<file path="src/common/psc_pkg.sv">
package psc_pkg;
    localparam int ADDR_WIDTH = 8;
    localparam int DATA_WIDTH = 32;
    localparam int MACRO_COUNT = 8;
    localparam int WAKE_COUNT = 9;
    localparam int PIN_COUNT = 32;
    localparam int MODULE_COUNT = 16;
    localparam int BROWNOUT_COUNT = 4;
    localparam int EVENT_COUNT = 6;

    localparam logic [7:0] ADDR_CONTROL = 8'h00;
    localparam logic [7:0] ADDR_STATE = 8'h04;
    localparam logic [7:0] ADDR_SOFT_RESET = 8'h08;
    localparam logic [7:0] ADDR_WAKE_ENABLE = 8'h0C;
    localparam logic [7:0] ADDR_RET_MACROS = 8'h10;
    localparam logic [7:0] ADDR_HIB_MACROS = 8'h14;
    localparam logic [7:0] ADDR_IRQ_STATUS = 8'h18;
    localparam logic [7:0] ADDR_IRQ_MASK = 8'h1C;
    localparam logic [7:0] ADDR_SECURITY = 8'h20;

    localparam logic [31:0] READ_UNMAPPED = 32'h0000_0000;

    // Control register fields.
    localparam int CTRL_REQ_LSB = 0;
    localparam int CTRL_CLKGATE_BIT = 3;
    localparam int CTRL_RADIO_SLEEP_BIT = 4;
    localparam int CTRL_CPU_IDLE_BIT = 5;

    // Wake source bit positions.
    localparam int WAKE_TIMER = 0;
    localparam int WAKE_GPIO = 1;
    localparam int WAKE_KEYBOARD = 2;
    localparam int WAKE_MOUSE = 3;
    localparam int WAKE_SENSOR = 4;
    localparam int WAKE_DEBUG = 5;
    localparam int WAKE_OFF_TIMER = 6;
    localparam int WAKE_DIGITAL_PIN = 7;
    localparam int WAKE_COMPARATOR = 8;

    // Interrupt event bit positions; the brownout lines follow EV_BROWNOUT_LSB.
    localparam int EV_WAKE = 0;
    localparam int EV_ENTERED = 1;
    localparam int EV_BROWNOUT_LSB = 2;

    localparam int SEC_FUSE_BIT = 0;
    localparam int SEC_OTP_LOCK_BIT = 1;

    localparam logic [7:0] RET_MACROS_RESET = 8'hFF;
    localparam logic [7:0] HIB_MACROS_RESET = 8'h00;
    localparam logic [7:0] RADIO_MACROS = 8'hC0;

    localparam real CLOCK_MHZ = 20.0;
    localparam real PWD_MIN_US = 100.0;
    localparam int PWD_MIN_CYCLES = int'($ceil(PWD_MIN_US * CLOCK_MHZ));

    typedef enum logic [2:0] {
        REQ_NONE, REQ_RETENTION, REQ_HIBERNATION, REQ_SOC_OFF
    } psc_req_type;

    typedef enum {
        ST_RESET, ST_ACTIVE, ST_RETENTION, ST_HIBERNATION, ST_SOC_OFF, ST_POWERDOWN
    } psc_state_type;

    typedef struct packed {
        logic [ADDR_WIDTH-1:0] addr;
        logic [DATA_WIDTH-1:0] wdata;
        logic write;
        logic read;
    } psc_bus_type;

    typedef struct packed {
        logic chip_reset;
        logic radio_off;
        logic core_off;
        logic memory_off;
        logic top_off;
        logic unit_off;
        logic clock_gate;
        logic cpu_idle;
    } psc_power_type;
endpackage

</file>
<file path="src/verilog/psc_controller.sv">
// The register offsets and the address-and-strobe port were decided locally.
`timescale 1ns/1ps
// Function
// - Hold chip reset until the power unit reports stable supplies.
// - No reset pin; the power-down pin acts as chip reset.
// - Software resets individual modules by writing a register.
// - Five primary power states with secondary sub-states.
// - Active powers all; clock gating, CPU idle, radio-only deep sleep.
// - Eight 16 KB macros, two for radio, selectable per low-power state; SoC Off powers all macros off.
// - Retention keeps flip-flops and selected SRAM in 16 kB steps.
// - Pins latch on entry to Retention or Hibernation and hold.
// - Retention wakes on timer, GPIO, keyboard, mouse, sensor, debug.
// - Hibernation powers off memory, keeps little state and pins.
// - SoC Off powers all digital off; return is a cold boot.
// - SoC Off wakes only on timer, wake pin, or comparator.
// - Low-power and medium-power clock domains with crystal or oscillator.
// - Brownout events raise interrupts to software.
// - Security fuse disables slave interfaces; separate OTP write lock.
module psc_controller
    import psc_pkg::*;
(
    input wire logic sys_clk,
    input wire logic reset,
    input wire psc_bus_type bus,
    output logic [DATA_WIDTH-1:0] rdata,
    input wire logic supplies_stable,
    input wire logic power_down_pin,
    input wire logic low_clock_use_oscillator,
    input wire logic mid_clock_use_oscillator,
    input wire logic [WAKE_COUNT-1:0] wake_sources,
    input wire logic [BROWNOUT_COUNT-1:0] brownout,
    input wire logic [PIN_COUNT-1:0] pin_live,
    output logic [PIN_COUNT-1:0] pin_held,
    output logic pin_hold,
    output psc_power_type power,
    output logic [MACRO_COUNT-1:0] macro_powered,
    output logic [MODULE_COUNT-1:0] module_reset,
    output logic low_clock_select_oscillator,
    output logic mid_clock_select_oscillator,
    output logic slave_disable,
    output logic otp_write_block,
    output logic irq
);
    psc_state_type state;
    psc_state_type next_state;
    logic [7:0] control;
    logic [MODULE_COUNT-1:0] soft_reset;
    logic [WAKE_COUNT-1:0] wake_enable;
    logic [MACRO_COUNT-1:0] ret_macros;
    logic [MACRO_COUNT-1:0] hib_macros;
    logic [EVENT_COUNT-1:0] irq_status;
    logic [EVENT_COUNT-1:0] irq_mask;
    logic fuse;
    logic otp_lock;
    logic [11:0] pwd_count;
    logic pwd_long;

    wire write_control = bus.write && bus.addr == ADDR_CONTROL;
    wire [2:0] request = bus.wdata[CTRL_REQ_LSB +: 3];
    wire low_trigger = write_control && state == ST_ACTIVE && request != REQ_NONE;
    wire [WAKE_COUNT-1:0] wake_live = wake_sources & wake_enable;
    wire [WAKE_COUNT-1:0] ret_wake_set = (WAKE_COUNT)'(9'h03F);
    wire [WAKE_COUNT-1:0] off_wake_set = (WAKE_COUNT)'(9'h1C0);
    wire wake_ret = |(wake_live & ret_wake_set);
    wire wake_off = |(wake_live & off_wake_set);
    wire in_low = state == ST_RETENTION || state == ST_HIBERNATION || state == ST_SOC_OFF;
    wire wake_fire = (state == ST_RETENTION || state == ST_HIBERNATION) ? wake_ret :
                     (state == ST_SOC_OFF) ? wake_off : 1'b0;
    wire entered = state == ST_ACTIVE && next_state != ST_ACTIVE && next_state != ST_POWERDOWN;
    wire [EVENT_COUNT-1:0] events;
    assign events[EV_WAKE] = in_low && wake_fire;
    assign events[EV_ENTERED] = entered;
    assign events[EV_BROWNOUT_LSB +: BROWNOUT_COUNT] = brownout;
    wire [EVENT_COUNT-1:0] status_clear =
        (bus.write && bus.addr == ADDR_IRQ_STATUS) ? bus.wdata[EVENT_COUNT-1:0] : '0;

    // The power-down pin and a SoC Off wake are the only chip reset paths besides power-on reset.
    always_comb begin
        next_state = state;
        case (state)
            ST_RESET: begin
                if (supplies_stable && !power_down_pin) begin
                    next_state = ST_ACTIVE;
                end
            end
            ST_ACTIVE: begin
                if (low_trigger) begin
                    case (request)
                        REQ_RETENTION: next_state = ST_RETENTION;
                        REQ_HIBERNATION: next_state = ST_HIBERNATION;
                        REQ_SOC_OFF: next_state = ST_SOC_OFF;
                        default: next_state = ST_ACTIVE;
                    endcase
                end
            end
            ST_RETENTION, ST_HIBERNATION: begin
                if (wake_fire) begin
                    next_state = ST_ACTIVE;
                end
            end
            ST_SOC_OFF: begin
                if (wake_fire) begin
                    next_state = ST_RESET;
                end
            end
            ST_POWERDOWN: begin
                if (!power_down_pin) begin
                    next_state = ST_RESET;
                end
            end
            default: next_state = ST_RESET;
        endcase
        if (pwd_long) begin
            next_state = ST_POWERDOWN;
        end else if (power_down_pin && state != ST_POWERDOWN) begin
            next_state = ST_RESET;
        end
    end

    always_ff @(posedge sys_clk) begin
        if (reset) begin
            pwd_count <= '0;
        end else if (!power_down_pin) begin
            pwd_count <= '0;
        end else if (!pwd_long) begin
            pwd_count <= pwd_count + 12'h001;
        end
    end
    assign pwd_long = pwd_count >= 12'(PWD_MIN_CYCLES);

    // Cold boot from SoC Off: control, soft reset, wake enable, macro and IRQ mask registers return to reset values.
    wire cold = reset || state == ST_RESET;

    always_ff @(posedge sys_clk) begin
        if (reset) begin
            state <= ST_RESET;
        end else begin
            state <= next_state;
        end
    end

    always_ff @(posedge sys_clk) begin
        if (cold) begin
            control <= 8'h00;
            soft_reset <= '0;
            wake_enable <= '0;
            ret_macros <= RET_MACROS_RESET;
            hib_macros <= HIB_MACROS_RESET;
            irq_mask <= '0;
        end else if (bus.write && state == ST_ACTIVE) begin
            case (bus.addr)
                ADDR_CONTROL: control <= bus.wdata[7:0];
                ADDR_SOFT_RESET: soft_reset <= bus.wdata[MODULE_COUNT-1:0];
                ADDR_WAKE_ENABLE: wake_enable <= bus.wdata[WAKE_COUNT-1:0];
                ADDR_RET_MACROS: ret_macros <= bus.wdata[MACRO_COUNT-1:0];
                ADDR_HIB_MACROS: hib_macros <= bus.wdata[MACRO_COUNT-1:0];
                ADDR_IRQ_MASK: irq_mask <= bus.wdata[EVENT_COUNT-1:0];
                default: control <= control;
            endcase
        end
    end

    // Fuses are one-way: once set they stay until power is removed.
    always_ff @(posedge sys_clk) begin
        if (reset) begin
            fuse <= 1'b0;
            otp_lock <= 1'b0;
        end else if (bus.write && bus.addr == ADDR_SECURITY) begin
            fuse <= fuse | bus.wdata[SEC_FUSE_BIT];
            otp_lock <= otp_lock | bus.wdata[SEC_OTP_LOCK_BIT];
        end
    end

    always_ff @(posedge sys_clk) begin
        if (reset) begin
            irq_status <= '0;
        end else begin
            irq_status <= (irq_status & ~status_clear) | events;
        end
    end
    assign irq = |(irq_status & irq_mask);

    always_ff @(posedge sys_clk) begin
        if (reset) begin
            pin_held <= '0;
            pin_hold <= 1'b0;
        end else if (entered && next_state != ST_SOC_OFF) begin
            pin_held <= pin_live;
            pin_hold <= 1'b1;
        end else if (state == ST_ACTIVE || state == ST_RESET) begin
            pin_hold <= 1'b0;
        end
    end

    always_ff @(posedge sys_clk) begin
        if (reset) begin
            power <= '{chip_reset: 1'b1, default: 1'b0};
            macro_powered <= '1;
        end else begin
            power.chip_reset <= next_state == ST_RESET || next_state == ST_POWERDOWN;
            power.radio_off <= next_state != ST_ACTIVE || control[CTRL_RADIO_SLEEP_BIT];
            power.clock_gate <= next_state == ST_ACTIVE && control[CTRL_CLKGATE_BIT];
            power.cpu_idle <= next_state == ST_ACTIVE && control[CTRL_CPU_IDLE_BIT];
            power.core_off <= next_state == ST_HIBERNATION || next_state == ST_SOC_OFF
                || next_state == ST_POWERDOWN;
            power.memory_off <= next_state == ST_HIBERNATION || next_state == ST_SOC_OFF;
            power.top_off <= next_state == ST_SOC_OFF || next_state == ST_POWERDOWN;
            power.unit_off <= next_state == ST_POWERDOWN;
            case (next_state)
                ST_ACTIVE: macro_powered <= control[CTRL_RADIO_SLEEP_BIT] ? ~RADIO_MACROS : '1;
                ST_RETENTION: macro_powered <= ret_macros;
                ST_HIBERNATION: macro_powered <= hib_macros;
                default: macro_powered <= '0;
            endcase
        end
    end

    always_ff @(posedge sys_clk) begin
        if (reset) begin
            module_reset <= '1;
            low_clock_select_oscillator <= 1'b0;
            mid_clock_select_oscillator <= 1'b0;
            slave_disable <= 1'b0;
            otp_write_block <= 1'b0;
        end else begin
            module_reset <= soft_reset | {MODULE_COUNT{power.chip_reset}};
            low_clock_select_oscillator <= low_clock_use_oscillator;
            mid_clock_select_oscillator <= mid_clock_use_oscillator;
            slave_disable <= fuse;
            otp_write_block <= otp_lock;
        end
    end

    wire [DATA_WIDTH-1:0] read_mux =
        bus.addr == ADDR_CONTROL ? DATA_WIDTH'(control) :
        bus.addr == ADDR_STATE ? DATA_WIDTH'(state) :
        bus.addr == ADDR_SOFT_RESET ? DATA_WIDTH'(soft_reset) :
        bus.addr == ADDR_WAKE_ENABLE ? DATA_WIDTH'(wake_enable) :
        bus.addr == ADDR_RET_MACROS ? DATA_WIDTH'(ret_macros) :
        bus.addr == ADDR_HIB_MACROS ? DATA_WIDTH'(hib_macros) :
        bus.addr == ADDR_IRQ_STATUS ? DATA_WIDTH'(irq_status) :
        bus.addr == ADDR_IRQ_MASK ? DATA_WIDTH'(irq_mask) :
        bus.addr == ADDR_SECURITY ? DATA_WIDTH'({otp_lock, fuse}) : READ_UNMAPPED;

    always_ff @(posedge sys_clk) begin
        if (reset) begin
            rdata <= '0;
        end else if (bus.read) begin
            rdata <= read_mux;
        end else begin
            rdata <= '0;
        end
    end

    a_reset_until_stable: assert property (@(posedge sys_clk) disable iff (reset)
        state == ST_RESET && !supplies_stable |=> power.chip_reset)
        else $error("Chip reset released before supplies were stable.");
    a_pin_resets_chip: assert property (@(posedge sys_clk) disable iff (reset)
        power_down_pin |=> state == ST_RESET || state == ST_POWERDOWN)
        else $error("Power-down pin did not reset the chip.");
    a_low_entry_active: assert property (@(posedge sys_clk) disable iff (reset)
        $changed(state) && (state == ST_RETENTION || state == ST_HIBERNATION)
        |-> $past(state) == ST_ACTIVE)
        else $error("Low-power state entered from outside Active.");
    a_pin_hold_kept: assert property (@(posedge sys_clk) disable iff (reset)
        state == ST_RETENTION && $past(state) == ST_RETENTION |-> $stable(pin_held))
        else $error("Held pins changed during Retention.");
    a_retention_wake: assert property (@(posedge sys_clk) disable iff (reset)
        state == ST_RETENTION && wake_ret && !power_down_pin |=> state == ST_ACTIVE)
        else $error("Enabled Retention wake did not return to Active.");
    a_off_cold_boot: assert property (@(posedge sys_clk) disable iff (reset)
        state == ST_SOC_OFF && !power_down_pin && wake_off |=> state == ST_RESET)
        else $error("SoC Off wake did not cold boot.");
    // The power outputs are loaded from next_state, so they change on the same edge as state.
    a_powerdown_time: assert property (@(posedge sys_clk) disable iff (reset)
        pwd_long |=> state == ST_POWERDOWN && power.unit_off)
        else $error("Long power-down pin did not shut off the power unit.");
    a_retention_core_on: assert property (@(posedge sys_clk) disable iff (reset)
        state == ST_RETENTION |-> !power.core_off && !power.memory_off)
        else $error("Retention removed core or memory power.");
    a_fuse_sticky: assert property (@(posedge sys_clk) disable iff (reset)
        fuse |=> fuse ##1 slave_disable)
        else $error("Security fuse cleared or not applied.");
    a_brownout_irq: assert property (@(posedge sys_clk) disable iff (reset)
        brownout[0] |=> irq_status[EV_BROWNOUT_LSB])
        else $error("Brownout event not recorded.");
endmodule

</file>
<file path="config.mk">
export PLATFORM = sky130hd
export DESIGN_NAME = psc_controller
export DESIGN_NICKNAME = d
export VERILOG_FILES = /design/src/common/psc_pkg.sv /design/src/verilog/psc_controller.sv
export SDC_FILE = /design/constraint.sdc
export NUM_CORES = 1
export LEC_CHECK = 0
export ABC_AREA = 0
export BUFFER_PORTS_ARGS = -buffer_cell sky130_fd_sc_hd__clkbuf_2
export CORE_MARGIN = 8
export CORE_UTILIZATION = 45
export CTS_BUF_LIST = sky130_fd_sc_hd__clkbuf_4 sky130_fd_sc_hd__clkbuf_8
export CTS_CLUSTER_DIAMETER = 30
export DETAILED_ROUTE_END_ITERATION = 16
export PLACE_DENSITY = 0.73
export SLEW_MARGIN = 5
export SYNTH_ARGS = -nofsm -noshare
export SYNTH_HDL_FRONTEND = slang
export SYNTH_SLANG_ARGS = --single-unit
</file>
<file path="constraint.sdc">
create_clock -name sys_clk -period 7 [get_ports sys_clk]
set_input_delay 0.35 -clock sys_clk [delete_from_list [all_inputs] [get_ports sys_clk]]
set_output_delay 0.35 -clock sys_clk [all_outputs]
set_load 0.02 [all_outputs]
</file>
* Word-level counts from Yosys, hierarchy flattened
Index checks and enable logic that the tools add are counted.
** Storage, ports and cells
- Word-level logic and storage cells :: 140
- Flip-flop bits (word level) :: 208
** Operators by class
- Eq/ne operators :: 31
- $add $sub $neg :: 1
- Magnitude comparators :: 1
- Bitwise gates (word level) :: 10
- Mux-type cells :: 25
- Reduce and logical (&&, ||, !) cells :: 43
** Operator list (number)
- two-way mux 32 bit :: 8
- equality test 32 x 2 -> 1 bit, second input constant :: 6
- equality test 32 x 3 -> 1 bit, second input constant :: 5
- one-hot mux 32 bit (5 select lines) :: 1
- equality test 32 x 4 -> 1 bit, second input constant :: 3
- zero test 32 bit :: 3
- inequality test 32 x 4 -> 1 bit, second input constant :: 3
- equality test 32 x 1 -> 1 bit, second input constant :: 2
- equality test 8 x 5 -> 1 bit, second input constant :: 4
- two-way mux 8 bit :: 4
- inequality test 32 x 2 -> 1 bit, second input constant :: 1
- one-hot mux 8 bit (3 select lines) :: 1
- two-way mux 6 bit :: 3
- equality test 8 x 4 -> 1 bit, second input constant :: 2
- two-way mux 16 bit :: 1
- OR 16 bit :: 1
- logical AND 1 bit :: 14
- adder 12 x 1 -> 12 bit, second input constant :: 1
- bitwise AND 6 bit :: 2
- greater-or-equal comparator 12 x 11 -> 1 bit, second input constant :: 1
- AND reduction 2 bit :: 6
- OR reduction 6 bit :: 2
- bitwise AND 9 bit :: 1
- logical OR 1 bit :: 9
- other kinds (18) :: 27

* Longest topological paths before layout
- Depth in word-level cells :: 13
- Mapped depth :: 11
- Mapped depth without buffers :: 7

* Worst setup path before layout
Ideal clock, no wire load.
- Kind :: register to register
- From :: reg state[8]
- To :: reg pin_held[10]
- Arrival time :: 2.181 ns
- Setup time :: 0.072 ns
- Path slack :: 4.747 ns
- Period minus slack after synthesis :: 2.253 ns
- Cell stages (with the launch flop) :: 10
- Cell sequence :: dfxtp_1 > nor4_1 > nand4_1 > or2_1 > nor4_4 > nand3b_1 > a32o_1 > buf_6 > buf_6 > mux2i_1
** Between the ends
- Longest elaborated chain between the ends :: 11
** Ends and longest elaborated chain
- from (decl) :: RTL line psc_controller.sv:44 : psc_state_type state;
- from (signal assigned) :: RTL line psc_controller.sv:138 : state <= next_state;
- equality test 32 x 4 -> 1 bit (tied with other cells) :: RTL line psc_controller.sv:68 : (state == ST_SOC_OFF) ? wake_off : 1'b0;
- two-way mux 1 bit (tied with other cells) :: RTL line psc_controller.sv:68
- two-way mux 1 bit or logical AND 1 bit (tied branches) :: RTL line psc_controller.sv:67, psc_controller.sv:60
- two-way mux 32 bit, on equally long branches :: RTL line psc_controller.sv:102, psc_controller.sv:87, psc_controller.sv:97
- one-hot mux 32 bit (5 select lines) :: RTL line psc_controller.sv:80 : case (state)
- two-way mux 32 bit :: RTL line psc_controller.sv:115 : end else if (power_down_pin && state != ST_POWERDOWN) begin
- two-way mux 32 bit :: RTL line psc_controller.sv:113 : if (pwd_long) begin
- inequality test 32 x 2 -> 1 bit :: RTL line psc_controller.sv:69 : wire entered = state == ST_ACTIVE && next_state != ST_ACTIVE && next_state != ST_POWERDOWN;
- logical AND 1 bit (2 in a row) :: RTL line psc_controller.sv:69
- logical AND 1 bit (*) :: RTL line psc_controller.sv:187 : end else if (entered && next_state != ST_SOC_OFF) begin
- to (signal assigned) :: RTL line psc_controller.sv:188 : pin_held <= pin_live;
- to (decl) :: RTL line psc_controller.sv:33 : output logic [PIN_COUNT-1:0] pin_held,
Every way passes the cells marked *; elsewhere a longest branch is shown, timed or not.
A chain may end at the register's enable or synchronous reset.

* Final worst setup path
- From :: reg state[8]
- To :: reg pin_held[7]
Same word-level chain as after synthesis.

==> metrics <==
die span in y about 150 um; crit-path most repeated cell nor4_1; crit end category register; Yosys top cell by area dfxtp_1; maximum fanout along the worst path 32; most common cell in the synthesized netlist dfxtp_1; crit path time final ~3.4 ns; Core Area approximately 17000 um2; leakage power roughly 4.1 nW; largest net degree at the start of global routing 93; path length in cells of the critical path 7; clock buffer count from CTS 41; Max Slew Vio Count 0; setup slack after layout 3.639 ns; Cell Rows 48; Skew-Pair Late Insertion Delay 0.52 ns; R2R cell count 7; worst hold path class input port to register; Post-CTS Hold Buffers 0; run status finished clean; synthesized netlist cell count approximately 830; WL met3 between 1 and 1.5 mm; measured slew at the worst slew-check pin between 1 and 1.5 ns; period utilization 0.4802; vias around 6600; CTS tree done; port bufs between 150 and 200; DRT antenna net count 0; setup_tns 0 ns; Total Routed Length ~21 mm; post-synth top area share 0.5276; Starting Density 0.4579; Crit path largest cell delay 0.99 ns; Synth Register Bits approximately 210; met2 wire len 10.15 mm; CP top delay family simple AND/OR/NAND/NOR gates; Multi-input gate area ~3600 um2; gr ovfl total 0; Final Hold Fails 0; number of buffers and inverters on the critical path 0; 1st-iter DRT viols 316; Clock Skew ~0.015 ns; R2R setup slack around 3.6 ns; crit-path cells nor4_1 > nand4_1 > nor2_1 > nand2_1 > nor4_1 > a32o_2 > mux2i_1; post-DP HPWL around 15 mm; top post-synthesis cells by area dfxtp_1 (53%), mux2i_1 (8.6%), nand2b_1 (5.5%), nand2_1 (5.4%), a21oi_1 (4.1%); RSZ-0062 raised after global routing false; CP Data Arrival Time between 3 and 4 ns; Required @ worst endpoint between 7 and 8 ns; # resized after CTS 0; Die W ~150 um; Synth cell types between 50 and 60; Clk pin slew, worst setup/hold paths 0.06 ns; MaxCap Viol Count 0; Fmax achieved 297.5 MHz; post-CTS setup buffer count 0; wire length per cell roughly 16 um; Worst setup SP type register; CTS Sinks 208; die area about 22000 um2; Slew HR 0.1977; fin nets roughly 1100; router iterations before antenna repair 5; post-synthesis sequential area ratio 0.5276; Final Instance Area about 10000 um2; Mapped Area approximately 7900 um2; share of layout cells above drive strength 1 0.2514; worst vdd ir about 0.16 mV; Setup violations, final 0; vias per cell 5.090; Placer Congestion slightly below 0.9; clock root buffer clkbuf_8; Post-synth EDFFs 0; I/O Pins 195; initial antenna violation count 0; first-pass GRT wire length roughly 33 mm; hold depth 3; vias in the first global route between 6000 and 7000; DR top layer met4; FF+latch area approximately 4200 um2; Mapped Avg Cell Area about 9.5 um2; diodes inserted 0; dpl cell area between 9000 and 10000 um2; Async S/R FF share, synth 0; drt drc 0; Area growth syn-to-layout 26.27%; Ys Warns 0; Setup CP Type register to register; pre-CTS setup slack between 3 and 4 ns; GRT Total Usage 0.1859; clock buffer depth 3; Worst path slowest cell a32o_2; PwrDens ~270 nW/um2; synth cell count leaders dfxtp_1 (208), nand2_1 (113), nand2b_1 (70); metal1 wirelength about 9.0 mm; fill count 1557; CTS H-tree depth 2; Synth Flop Type dfxtp_1
[layout make-up]
type	instances	share of cell area
flip-flops and latches	208	0.4178
multi-input cells	601	0.3622
repair buffers	183	0.09316
clock buffers	59	0.07646
well taps	225	0.02825
clock inverters	13	0.01984
inverters	6	0.002260
[metal layers]
layer	vias to the layer above	global-route usage
met1	3077	0.2209
met4	0	0.06578
met5	-	0
met3	41	0.04862
li1	3255	-
met2	219	0.3173
[power by group]
group	internal [mW]	switching (mW)
logic	0.0358	0.0548
registers	1.20	0.00758
clock network	0.884	0.505
total	2.12	0.568
[cell families after synthesis]
group,share of synthesized area
simple gates,0.2391
compound gates,0.1019
mux,0.08624
buf+inv,0.03044
fa+ha+maj,0.003170
other cells,0.0004751
flops,0.5276
xor+xnor,0.01110
[per-stage QoR]
| step | hold WS [ns] | std cells | power [mW] | util |
|---|---|---|---|---|
| finish | 0.03497 | 1295 | 2.688 | 0.5782 |
| global route | 0.03682 | 1295 | 2.780 | 0.5782 |
| CTS | 0.003974 | 1295 | 2.724 | 0.5782 |
| detailed placement | 0.4393 | 1223 | 1.323 | 0.5225 |
| global placement | 0.4401 | 1223 | 1.321 | 0.5225 |
| floorplan | 0.4271 | 861 | 1.277 | - |
[registers in the layout, indices dropped and copies added, names as in the netlist, 8 cells and up]
name           flops
control            8
hib_macros         8
macro_powered      8
module_reset      16
pin_held          32
power              8
pwd_count         12
rdata             32
ret_macros         8
soft_reset        16
state             32
wake_enable        9
[worst paths after layout]
kind / end / from
min reg2reg: pwd_count[11] / pwd_count[11]
max: pin_held[7] / state[8]
max reg2reg: pin_held[7] / state[8]
min: irq_status[3] / brownout[1]
[worst register-to-register path, cell delays in order, from the launching register on]
cell,delay [ns]
dfxtp_1,0.33
nor4_1,0.34
nand4_1,0.29
nor2_1,0.43
nand2_1,0.20
nor4_1,0.40
a32o_2,0.99
mux2i_1,0.30
[cells in the final DEF, fill, tap and decap left out, types with 7 or more instances in the layout]
| master | count |
|---|---|
| a22oi_1 | 7 |
| nand4_1 | 8 |
| dfxtp_1 | 208 |
| nand3_1 | 17 |
| a22o_1 | 10 |
| or3_1 | 19 |
| nor3_1 | 7 |
| a31oi_1 | 7 |
| o21ai_0 | 15 |
| nor4_1 | 10 |
| conb_1 | 29 |
| clkbuf_8 | 51 |
| a221oi_1 | 7 |
| nor2_1 | 64 |
| mux2i_1 | 68 |
| clkbuf_2 | 178 |
| a21oi_1 | 64 |
| clkbuf_4 | 8 |
| nor2b_1 | 8 |
| nand2_1 | 113 |
| nand2b_1 | 70 |
| and2_1 | 20 |
(Power assumes the default switching activity.)
